File: src/hdl/mrdsc_pkg.sv
// Shared constants and types for the motor run/direction block and its serial link.
package mrdsc_pkg;

  // Width of one serial frame: command byte followed by data byte.
  localparam int unsigned FRAME_BITS = 16;
  // Number of configuration parameter slots held by the device.
  localparam int unsigned PARAM_COUNT = 8;
  // Width of a slot index.
  localparam int unsigned INDEX_BITS = 3;
  // Width of one parameter value.
  localparam int unsigned DATA_BITS = 8;
  // Position of the read flag inside the command byte.
  localparam int unsigned CMD_READ_POS = 15;
  // Lowest bit of the slot index inside the command byte.
  localparam int unsigned CMD_INDEX_LSB = 8;
  // Slot that holds the stored direction setting.
  localparam logic [2:0] DIR_SLOT = 3'h0;
  // Bit of the direction slot that holds the stored direction.
  localparam int unsigned DIR_BIT = 0;
  // Value of every parameter slot after reset.
  localparam logic [7:0] PARAM_RESET = 8'h00;
  // Master divider: system clocks per half period of the serial clock.
  localparam logic [7:0] HALF_PERIOD_DEFAULT = 8'h04;
  // Reset value of the bit counters.
  localparam logic [4:0] COUNT_RESET = 5'h00;

  // Master sequencer states.
  typedef enum logic [1:0] {
    MRDSC_IDLE,
    MRDSC_LOW,
    MRDSC_HIGH,
    MRDSC_DONE
  } mrdsc_state_t;

endpackage : mrdsc_pkg

File: src/hdl/mrdsc_link_if.sv
// Serial link between one configuration master and one motor device.
interface mrdsc_link_if;

  logic sclk;      // Serial clock driven by the master.
  logic cs_n;      // Chip select, active low, driven by the master.
  logic mosi;      // Data from master to device.
  logic miso_out;  // Device data toward the master.
  logic miso_oe;   // High while the device drives the return line.

  // Master end of the link.
  modport master (
    output sclk,
    output cs_n,
    output mosi,
    input  miso_out,
    input  miso_oe
  );

  // Device end of the link.
  modport device (
    input  sclk,
    input  cs_n,
    input  mosi,
    output miso_out,
    output miso_oe
  );

endinterface : mrdsc_link_if

File: src/hdl/mrdsc_device.sv
// Device end: run/halt and direction logic plus the serial configuration slave.
//
// Summary of operation
// Generator runs while run input low.
// Direction is input XOR stored setting.
// Master clocks; one bit per clock.
// Any master clock rate slower than a few system clocks is accepted.
// One driver on return line per transfer.
// Reads return stored parameter values.
// Writes capture new values from master.
// Serial activity only while selected.
// Master selects one unit per transfer.
// Deselected: ignore inputs, release return line.
//
// Frame, MSB first, mode 0 (sample on rising, shift on falling edge):
// bit 15 read flag, bits 14..8 slot index (low three bits used),
// A frame cut short by the select rising stores nothing.
// bits 7..0 data. On a read the device returns the slot value during
// bits 7..0; on a write the slot takes the data when bit 0 arrives.
module mrdsc_device (
  input  wire logic         clk,
  input  wire logic         reset,
  mrdsc_link_if.device      link,
  input  wire logic         run_halt_n,
  input  wire logic         dir_in,
  input  wire logic         step_tick,
  output logic              step_enable,
  output logic              step_pulse,
  output logic              motor_dir,
  output logic [7:0]        dir_setting
);

  // Two-stage synchronisers for every pin from outside this clock domain.
  logic [1:0] sclk_sync;       // Serial clock synchroniser.
  logic [1:0] cs_sync;         // Chip select synchroniser.
  logic [1:0] mosi_sync;       // Serial data synchroniser.
  logic [1:0] run_sync;        // Run/halt synchroniser.
  logic [1:0] dir_sync;        // Direction pin synchroniser.
  logic       sclk_prev;       // Previous synchronised serial clock level.

  // Serial slave state.
  logic [15:0] shift;          // Receive shift register.
  logic [4:0]  bit_count;      // Bits received in this frame.
  logic [7:0]  tx;             // Return-line shift register.
  logic        miso_bit;       // Registered return-line data.
  logic        miso_en;        // Registered return-line enable.
  logic [7:0]  params [mrdsc_pkg::PARAM_COUNT]; // Parameter storage, one byte per slot.

  // Next values.
  logic [15:0] next_shift;
  logic [4:0]  next_bit_count;
  logic [7:0]  next_tx;
  logic        next_miso_bit;
  logic        next_miso_en;
  logic [7:0]  next_params [mrdsc_pkg::PARAM_COUNT];
  logic        next_step_enable;
  logic        next_step_pulse;
  logic        next_motor_dir;

  // Next values of the synchronisers and of the edge detector.
  logic [1:0]  next_sclk_sync;  // Serial clock stages.
  logic [1:0]  next_cs_sync;    // Chip select stages.
  logic [1:0]  next_mosi_sync;  // Serial data stages.
  logic [1:0]  next_run_sync;   // Run/halt stages.
  logic [1:0]  next_dir_sync;   // Direction pin stages.
  logic        next_sclk_prev;  // Serial clock level for edge finding.

  // Edge events seen by the system clock.
  logic selected;
  logic rise;
  logic fall;

  // Shift every pin into its first stage. Only the second stage is read past this
  // point, so a metastable first stage never reaches the decoding logic.
  always_comb
  begin
    next_sclk_sync = {sclk_sync[0], link.sclk};
    next_cs_sync   = {cs_sync[0], link.cs_n};
    next_mosi_sync = {mosi_sync[0], link.mosi};
    next_run_sync  = {run_sync[0], run_halt_n};
    next_dir_sync  = {dir_sync[0], dir_in};
    next_sclk_prev = sclk_sync[1];
  end

  // Register the synchronisers. Reset values match the idle pin levels, so no
  // false edge and no false select follows reset.
  always_ff @(posedge clk)
  begin
    if (reset)
    begin
      sclk_sync <= 2'h0;   // Serial clock idles low.
      cs_sync   <= 2'h3;   // Deselected.
      mosi_sync <= 2'h0;
      run_sync  <= 2'h3;   // Halted, as with a floating pin.
      dir_sync  <= 2'h0;
      sclk_prev <= 1'b0;
    end
    else
    begin
      sclk_sync <= next_sclk_sync;
      cs_sync   <= next_cs_sync;
      mosi_sync <= next_mosi_sync;
      run_sync  <= next_run_sync;
      dir_sync  <= next_dir_sync;
      sclk_prev <= next_sclk_prev;
    end
  end

  // Edges are found by sampling, so any clock slower than a few system clocks works.
  // Each serial level must last at least one system clock or an edge is lost; the
  // limit comes from this detector, not from the master.
  assign selected = ~cs_sync[1];
  assign rise     = selected & sclk_sync[1] & ~sclk_prev;
  assign fall     = selected & ~sclk_sync[1] & sclk_prev;

  // Next state of the serial slave and of the motor outputs.
  always_comb
  begin
    next_shift     = shift;
    next_bit_count = bit_count;
    next_tx        = tx;
    next_miso_bit  = miso_bit;
    next_miso_en   = selected;
    next_params    = params;
    if (!selected)
    begin
      // Deselect aborts a partial frame; a half-written value is never stored.
      // The return enable follows the select, so the line is released as well.
      next_bit_count = mrdsc_pkg::COUNT_RESET;
      next_miso_bit  = 1'b0;
    end
    else if (rise)
    begin
      // Sample the data line on each rising edge, most significant bit first.
      next_shift     = {shift[14:0], mosi_sync[1]};
      next_bit_count = bit_count + 5'h01;
      if (bit_count == 5'(mrdsc_pkg::FRAME_BITS - 1) && !shift[mrdsc_pkg::CMD_READ_POS - 1])
      begin
        // Last bit of a write frame: frame bit k sits at shift[k-1] here, so the
        // index is shift[9:7] and the data byte is shift[6:0] plus the new bit.
        // A read frame never reaches this store, since its flag bit is set.
        next_params[shift[mrdsc_pkg::CMD_INDEX_LSB + mrdsc_pkg::INDEX_BITS - 2 -:
                          mrdsc_pkg::INDEX_BITS]] = {shift[6:0], mosi_sync[1]};
      end
      if (bit_count == 5'(mrdsc_pkg::DATA_BITS - 1))
      begin
        // Command byte complete: load the addressed value for return.
        next_tx = params[{shift[1:0], mosi_sync[1]}];
      end
    end
    else if (fall && bit_count >= 5'(mrdsc_pkg::DATA_BITS)
             && bit_count < 5'(mrdsc_pkg::FRAME_BITS))
    begin
      // Present the next return bit after each falling edge. The master samples
      // late in the following high half, which covers this path's latency.
      next_miso_bit = tx[7];
      next_tx       = {tx[6:0], 1'b0};
    end
    // Halt wins while the pin is high or floating high.
    next_step_enable = ~run_sync[1];
    next_step_pulse  = ~run_sync[1] & step_tick;
    // Flipping the pin flips the axis whatever the stored setting is.
    next_motor_dir   = dir_sync[1] ^ params[mrdsc_pkg::DIR_SLOT][mrdsc_pkg::DIR_BIT];
  end

  // Register the slave state and outputs.
  always_ff @(posedge clk)
  begin
    if (reset)
    begin
      shift       <= 16'h0000;
      bit_count   <= mrdsc_pkg::COUNT_RESET;
      tx          <= 8'h00;
      miso_bit    <= 1'b0;
      miso_en     <= 1'b0;   // The return line is released during reset.
      step_enable <= 1'b0;   // The generator is halted during reset.
      step_pulse  <= 1'b0;
      motor_dir   <= 1'b0;
      // Every slot comes up cleared, so the stored direction starts at zero.
      // Settings do not survive a reset; the master must write them again.
      for (int i = 0; i < mrdsc_pkg::PARAM_COUNT; i++)
      begin
        params[i] <= mrdsc_pkg::PARAM_RESET;
      end
    end
    else
    begin
      shift       <= next_shift;
      bit_count   <= next_bit_count;
      tx          <= next_tx;
      miso_bit    <= next_miso_bit;
      miso_en     <= next_miso_en;
      step_enable <= next_step_enable;
      step_pulse  <= next_step_pulse;
      motor_dir   <= next_motor_dir;
      params      <= next_params;
    end
  end

  // The return line and its enable come straight from flip-flops, so no glitch
  // reaches the shared line while another unit may be driving it.
  assign link.miso_out = miso_bit;
  assign link.miso_oe  = miso_en;
  assign dir_setting   = params[mrdsc_pkg::DIR_SLOT];

endmodule : mrdsc_device

File: src/flat_wrapper.sv
// flat-port wrapper written by rule: the top's interface ports become plain ports
module mrdsc_device_flat 
  (clk, reset, run_halt_n, dir_in, step_tick, step_enable, step_pulse, motor_dir, dir_setting, link_sclk, link_cs_n, link_mosi, link_miso_out, link_miso_oe);
  mrdsc_link_if link_i ();
  input  wire logic clk;
  input  wire logic reset;
  input  wire logic run_halt_n;
  input  wire logic dir_in;
  input  wire logic step_tick;
  output logic step_enable;
  output logic step_pulse;
  output logic motor_dir;
  output logic [7:0] dir_setting;
  input wire logic [$bits(link_i.sclk)-1:0] link_sclk;
  input wire logic [$bits(link_i.cs_n)-1:0] link_cs_n;
  input wire logic [$bits(link_i.mosi)-1:0] link_mosi;
  output wire logic [$bits(link_i.miso_out)-1:0] link_miso_out;
  output wire logic [$bits(link_i.miso_oe)-1:0] link_miso_oe;
  assign link_i.sclk = link_sclk;
  assign link_i.cs_n = link_cs_n;
  assign link_i.mosi = link_mosi;
  assign link_miso_out = link_i.miso_out;
  assign link_miso_oe = link_i.miso_oe;
  mrdsc_device u_core (.clk(clk), .reset(reset), .link(link_i), .run_halt_n(run_halt_n), .dir_in(dir_in), .step_tick(step_tick), .step_enable(step_enable), .step_pulse(step_pulse), .motor_dir(motor_dir), .dir_setting(dir_setting));
endmodule
File: config.mk
export PLATFORM = sky130hd
export DESIGN_NAME = mrdsc_device_flat
export DESIGN_NICKNAME = d
export VERILOG_FILES = /design/src/hdl/mrdsc_pkg.sv /design/src/hdl/mrdsc_link_if.sv /design/src/hdl/mrdsc_device.sv /design/src/flat_wrapper.sv
export SDC_FILE = /design/constraint.sdc
export NUM_CORES = 1
export LEC_CHECK = 0
export BUFFER_PORTS_ARGS = -buffer_cell sky130_fd_sc_hd__buf_2
export CAP_MARGIN = 25
export CORE_ASPECT_RATIO = 1.75
export CORE_MARGIN = 8
export CORE_UTILIZATION = 55
export DETAILED_ROUTE_END_ITERATION = 10
export PLACE_DENSITY = 0.8
export SYNTH_ARGS = -nofsm -noshare
export SYNTH_HDL_FRONTEND = slang
export SYNTH_SLANG_ARGS = --single-unit
File: constraint.sdc
create_clock -name clk -period 4.1 [get_ports clk]
set_clock_uncertainty 0.2 [all_clocks]
set_input_delay 0.82 -clock clk [delete_from_list [all_inputs] [get_ports clk]]
set_output_delay 0.82 -clock clk [all_outputs]
set_load 0.005 [all_outputs]
Yosys cells after proc, flatten, opt, wreduce, memory -nomap -nowiden --
Cells that the tools add are included. W data, S select, Z words.
Operators by class: magnitude comparators 5, multipliers 0, shift operators 0, divide/modulo/power cells 0, multiplexer cells 9, equal/unequal tests 3, add/sub/neg operators 1, bitwise gates (word level) 13, reductions and logical operators 11
Operators with widths (number):
- $bwmux W64 | 1
- $mux W8 | 6
- $bmux W8 S3 | 1
- $demux W8 S3 | 1
- $ge A4 B4 Y1 const B | 2
- $not A3 Y4 | 2
- $reduce_and A3 Y1 | 2
- $add A5 B1 Y5 const B | 1
- $and A1 B1 Y1 | 5
- $eq A5 B3 Y1 const B | 1
- $eq A5 B4 Y1 const B | 1
- $ge A5 B4 Y1 const B | 1
- $lt A5 B5 Y1 const B | 1
- $not A1 Y1 | 5
- $logic_and A1 B1 Y1 | 4
- $lt A4 B1 Y1 const B | 1
- $reduce_and A2 Y1 | 2
- $ne A2 B2 Y1 const B | 1
- $reduce_bool A2 Y1 | 1
- $reduce_or A2 Y1 | 1
- $logic_not A1 Y1 | 1
- $xor A1 B1 Y1 | 1
Word-level totals: bits in writable memories 0, output and inout bits 13, memories 0, word-level logic and storage cells 64, register bits after elaboration 108, bits in latches 0, ROM bits 0

Longest topological paths before layout --
depth after elaboration 7, mapped depth 8, depth with buffers taken out 7

Worst setup path before layout --
Ideal clock, no wire load.
path type reg2reg, start point register u_core.bit_count[0], end point register u_core.params (netlist bit u_core.dir_setting[0]), setup time 0.128 ns, clock period less this slack 2.077 ns, slack 2.023 ns, arrival 1.749 ns, stages on the path, launching flop included 9, cell sequence dfxtp_1 -> ha_1 -> and3_1 -> ha_1 -> nand4bb_1 -> nor4b_1 -> buf_2 -> mux2i_1 -> nor2_1
Between the ends: cells in the longest elaborated chain, start to end 3
Ends and longest elaborated chain:
- from (decl) | line mrdsc_device.sv:43 | logic [4:0] bit_count;
- from (signal assigned) | line mrdsc_device.sv:172 | bit_count <= mrdsc_pkg::COUNT_RESET;
- from (signal assigned) | line mrdsc_device.sv:189 | bit_count <= next_bit_count;
- $eq A5 B4 Y1 | line mrdsc_device.sv:137 | if (bit_count == 5'(mrdsc_pkg::FRAME_BITS - 1) && !shift[mrdsc_pkg::CMD_READ_POS - 1])
- $logic_and A1 B1 Y1 | line mrdsc_device.sv:137
- $reduce_and A3 Y1 (no source line)
- to (signal, indexed assignment) | line mrdsc_device.sv:183 | params[i] <= mrdsc_pkg::PARAM_RESET;
- to (signal assigned) | line mrdsc_device.sv:196 | params <= next_params;
- to (decl) | line mrdsc_device.sv:47 | logic [7:0] params [mrdsc_pkg::PARAM_COUNT];
No other way between the ends. A chain may end at the register's enable or synchronous reset.

Worst setup path after layout --
start point register u_core.bit_count[0], end point register u_core.params[38] in the netlist's numbering
The elaborated chain is that of the path after synthesis.

==> results.tsv <==
metric	value	unit
synth.largest_area_cell	dfxtp_1	
grt_overflow_total	0	
synth_edf_count	0	
multi_input_area	2125	µm²
cts_tree	yes	
cp_cell_sequence	ha_1 > and3_1 > ha_1 > and4bb_2 > nand4b_1 > mux2i_1 > nor2_1	
fin_crit	2.572	ns
drive_gt1_frac	0.1600	
powerDensity	397.5	nW/µm²
cp_max_fo	8	
viasPerCell	5.760	
netlist.area_leader.share	0.4773	
async_flop_share	0	
grt_pass1_wl	15370	µm
path_class	reg2reg	
leakagePower	0.001900	µW
fillers	659	
cap_violations	0	
worstPathArrival	2.56	ns
finalNonFillerCells	542	
drtIter0Drc	192	
n_antenna_cell	0	
port_buffers	20	
wirelength	9259	µm
synth_flop_cell	dfxtp_1	
slew_headroom	0.3111	
synth_common_cells	dfxtp_1 (108), mux2i_1 (81), nor2_1 (79)	
final_core_util	0.6009	
synth.net_count	464	
numCtsBuffers	9	
area_growth	8.094	%
status	finished clean	
setup_viol_count_final	0	
layout_setup_ws	1.528	ns
grt_antenna_before_repair	0	
slew_violations	0	
hpwl	6244	µm
critPathSlowestCell	nand4b_1	
timing.critical_path.buf_inv	0	
clock_path_buffers	2	
grtUsageTotal	0.1709	
firstDrtPassIters	4	
cp_common_cell	ha_1	
num_io_pins	21	
synthCells	454	
die_y	136.0	µm
min_period_over_period	0.6272	
hold_class	reg2reg	
avgRoutedWirePerCell	17.08	µm
floorplan.die_area	11510	µm²
synth_area	4529	µm²
core_area	8148	µm²
place_ws	1.548	ns
cpPeakStageDelay	0.55	ns
htreeDepth	3	
crit_path_end_kind	flop	
crit_path_start_kind	flop	
final-hold-violation-count	0	
routabilityCongestion	0.8479	
fmax	0.3889	GHz
rows	44	
dpl_cell_area	4603	µm²
syn_area_per_cell	9.977	µm²
die_w	84.60	µm
cts_hold_buf	0	
yosys_warnings	0	
drc_errors	0	
rsz0062_at_grt	false	
peakVddDrop	216.8	µV
place_inst	527	
regArea	2162	µm²
postCtsSetupBuffers	0	
ys_seq_area_frac	0.4773	
grt_pass1_vias	3146	
floorplan.initialDensity	0.5559	
fin_tns_setup	0	ns
clk_latency	0.34	ns
cts_sinks	108	
worstMarginPinSlew	1.033	ns
ys_ff_latch	108	
antenna_left	0	
synthDistinctLibCells	35	
crit_required	4.09	ns
cts_resized	0	
design_area	4896	µm²
grt_max_degree	63	
yosys-top-cells-area	dfxtp_1 (48%), mux2i_1 (18%), nor2_1 (6.5%)	
root_buffer	clkbuf_16	
cts.reportedPaths.clkPinSlew	0.07	ns
via_count	3122	
cp_top_family	simple AND/OR/NAND/NOR gates	
fin_nets	456	
yosysMostFrequentCell	dfxtp_1	
==> registers in the layout, summed over array words and instances, names as in the netlist <==
register,count
u_core.dir_setting,8
u_core.sclk_prev,1
u_core.sclk_sync,2
u_core.link.miso_oe,1
u_core.dir_sync,2
u_core.shift,15
u_core.params,56
u_core.bit_count,5
u_core.link.miso_out,1
u_core.cs_sync,2
u_core.step_pulse,1
u_core.mosi_sync,2
u_core.tx,8
u_core.motor_dir,1
u_core.run_sync,2
u_core.step_enable,1
==> placed cells by master, fill, tap and decap left out, types with 3 or more instances in the layout <==
cell type    n
nor4b_2      4
dfxtp_1    108
or2_2        5
mux2i_1     81
a221oi_2     7
buf_4        9
clkbuf_16    9
a21oi_1     15
o22ai_1     10
inv_1        9
and2_1       3
nand4b_1     4
mux4_2       9
buf_2       20
nor2_1      79
nand2_1     37
nor2b_1     10
==> through the flow <==
| stage | power, µW | hold slack, ns |
|---|---|---|
| floorplan | 1108 | 0.1704 |
| global placement | 1118 | 0.1751 |
| detailed placement | 1119 | 0.1837 |
| CTS | 1962 | 0.1932 |
| global route | 2003 | 0.2080 |
| finish | 1946 | 0.1899 |
==> area by class of cell <==
class                      instances  area share
sequential                       108      0.4416
clock inverter                     4     0.01022
inverter                           9    0.006900
multi-input combinational        289      0.4339
clock buffer                      11     0.04958
timing repair buffer              29     0.03424
tap                               92     0.02351
==> worst register-to-register path, cell delays in order (launching register included) <==
cell and delay [ns]:
dfxtp_1 0.37, ha_1 0.24, and3_1 0.18, ha_1 0.16, and4bb_2 0.28, nand4b_1 0.55
mux2i_1 0.38, nor2_1 0.07
==> path summary, 6_finish.rpt <==
path | start | endpoint | depth (start not counted) | slack (ns)
min reg2reg | u_core.run_sync[1]$_SDFF_PP1_ | u_core.step_enable$_SDFF_PP0_ | 1 | 0.19
min | u_core.run_sync[1]$_SDFF_PP1_ | u_core.step_enable$_SDFF_PP0_ | 1 | 0.19
max | u_core.bit_count[0]$_SDFFE_PP0N_ | u_core.params[38]$_SDFFE_PP0P_ | 7 | 1.53
max reg2reg | u_core.bit_count[0]$_SDFFE_PP0N_ | u_core.params[38]$_SDFFE_PP0P_ | 7 | 1.53
==> routing by layer <==
metal,global-route usage,share of wire,vias to the layer above
met3,0.03632,0.027,23
met5,0,0,-
met1,0.1696,0.40,1536
met4,0.1097,0.043,0
li1,-,-,1517
met2,0.3138,0.53,46
==> cell families after synthesis <==
kind of cell               synth area share
and+or+nand+nor                      0.1652
DFF                                  0.4773
muxes                                0.2238
buffers and inverters               0.05911
AOI/OAI and AO/OA                   0.06133
xor gates and xnor gates           0.007736
adders and majority gates          0.005524
==> power by group <==
| part | internal, µW | switching [µW] | total (µW) |
|---|---|---|---|
| sequential | 1050 | 3.96 | 1060 |
| combinational | 12.3 | 23.8 | 36.0 |
| clock | 486 | 366 | 852 |
| total | 1550 | 394 | 1950 |
Note: power is estimated with default switching activity, not from simulation.
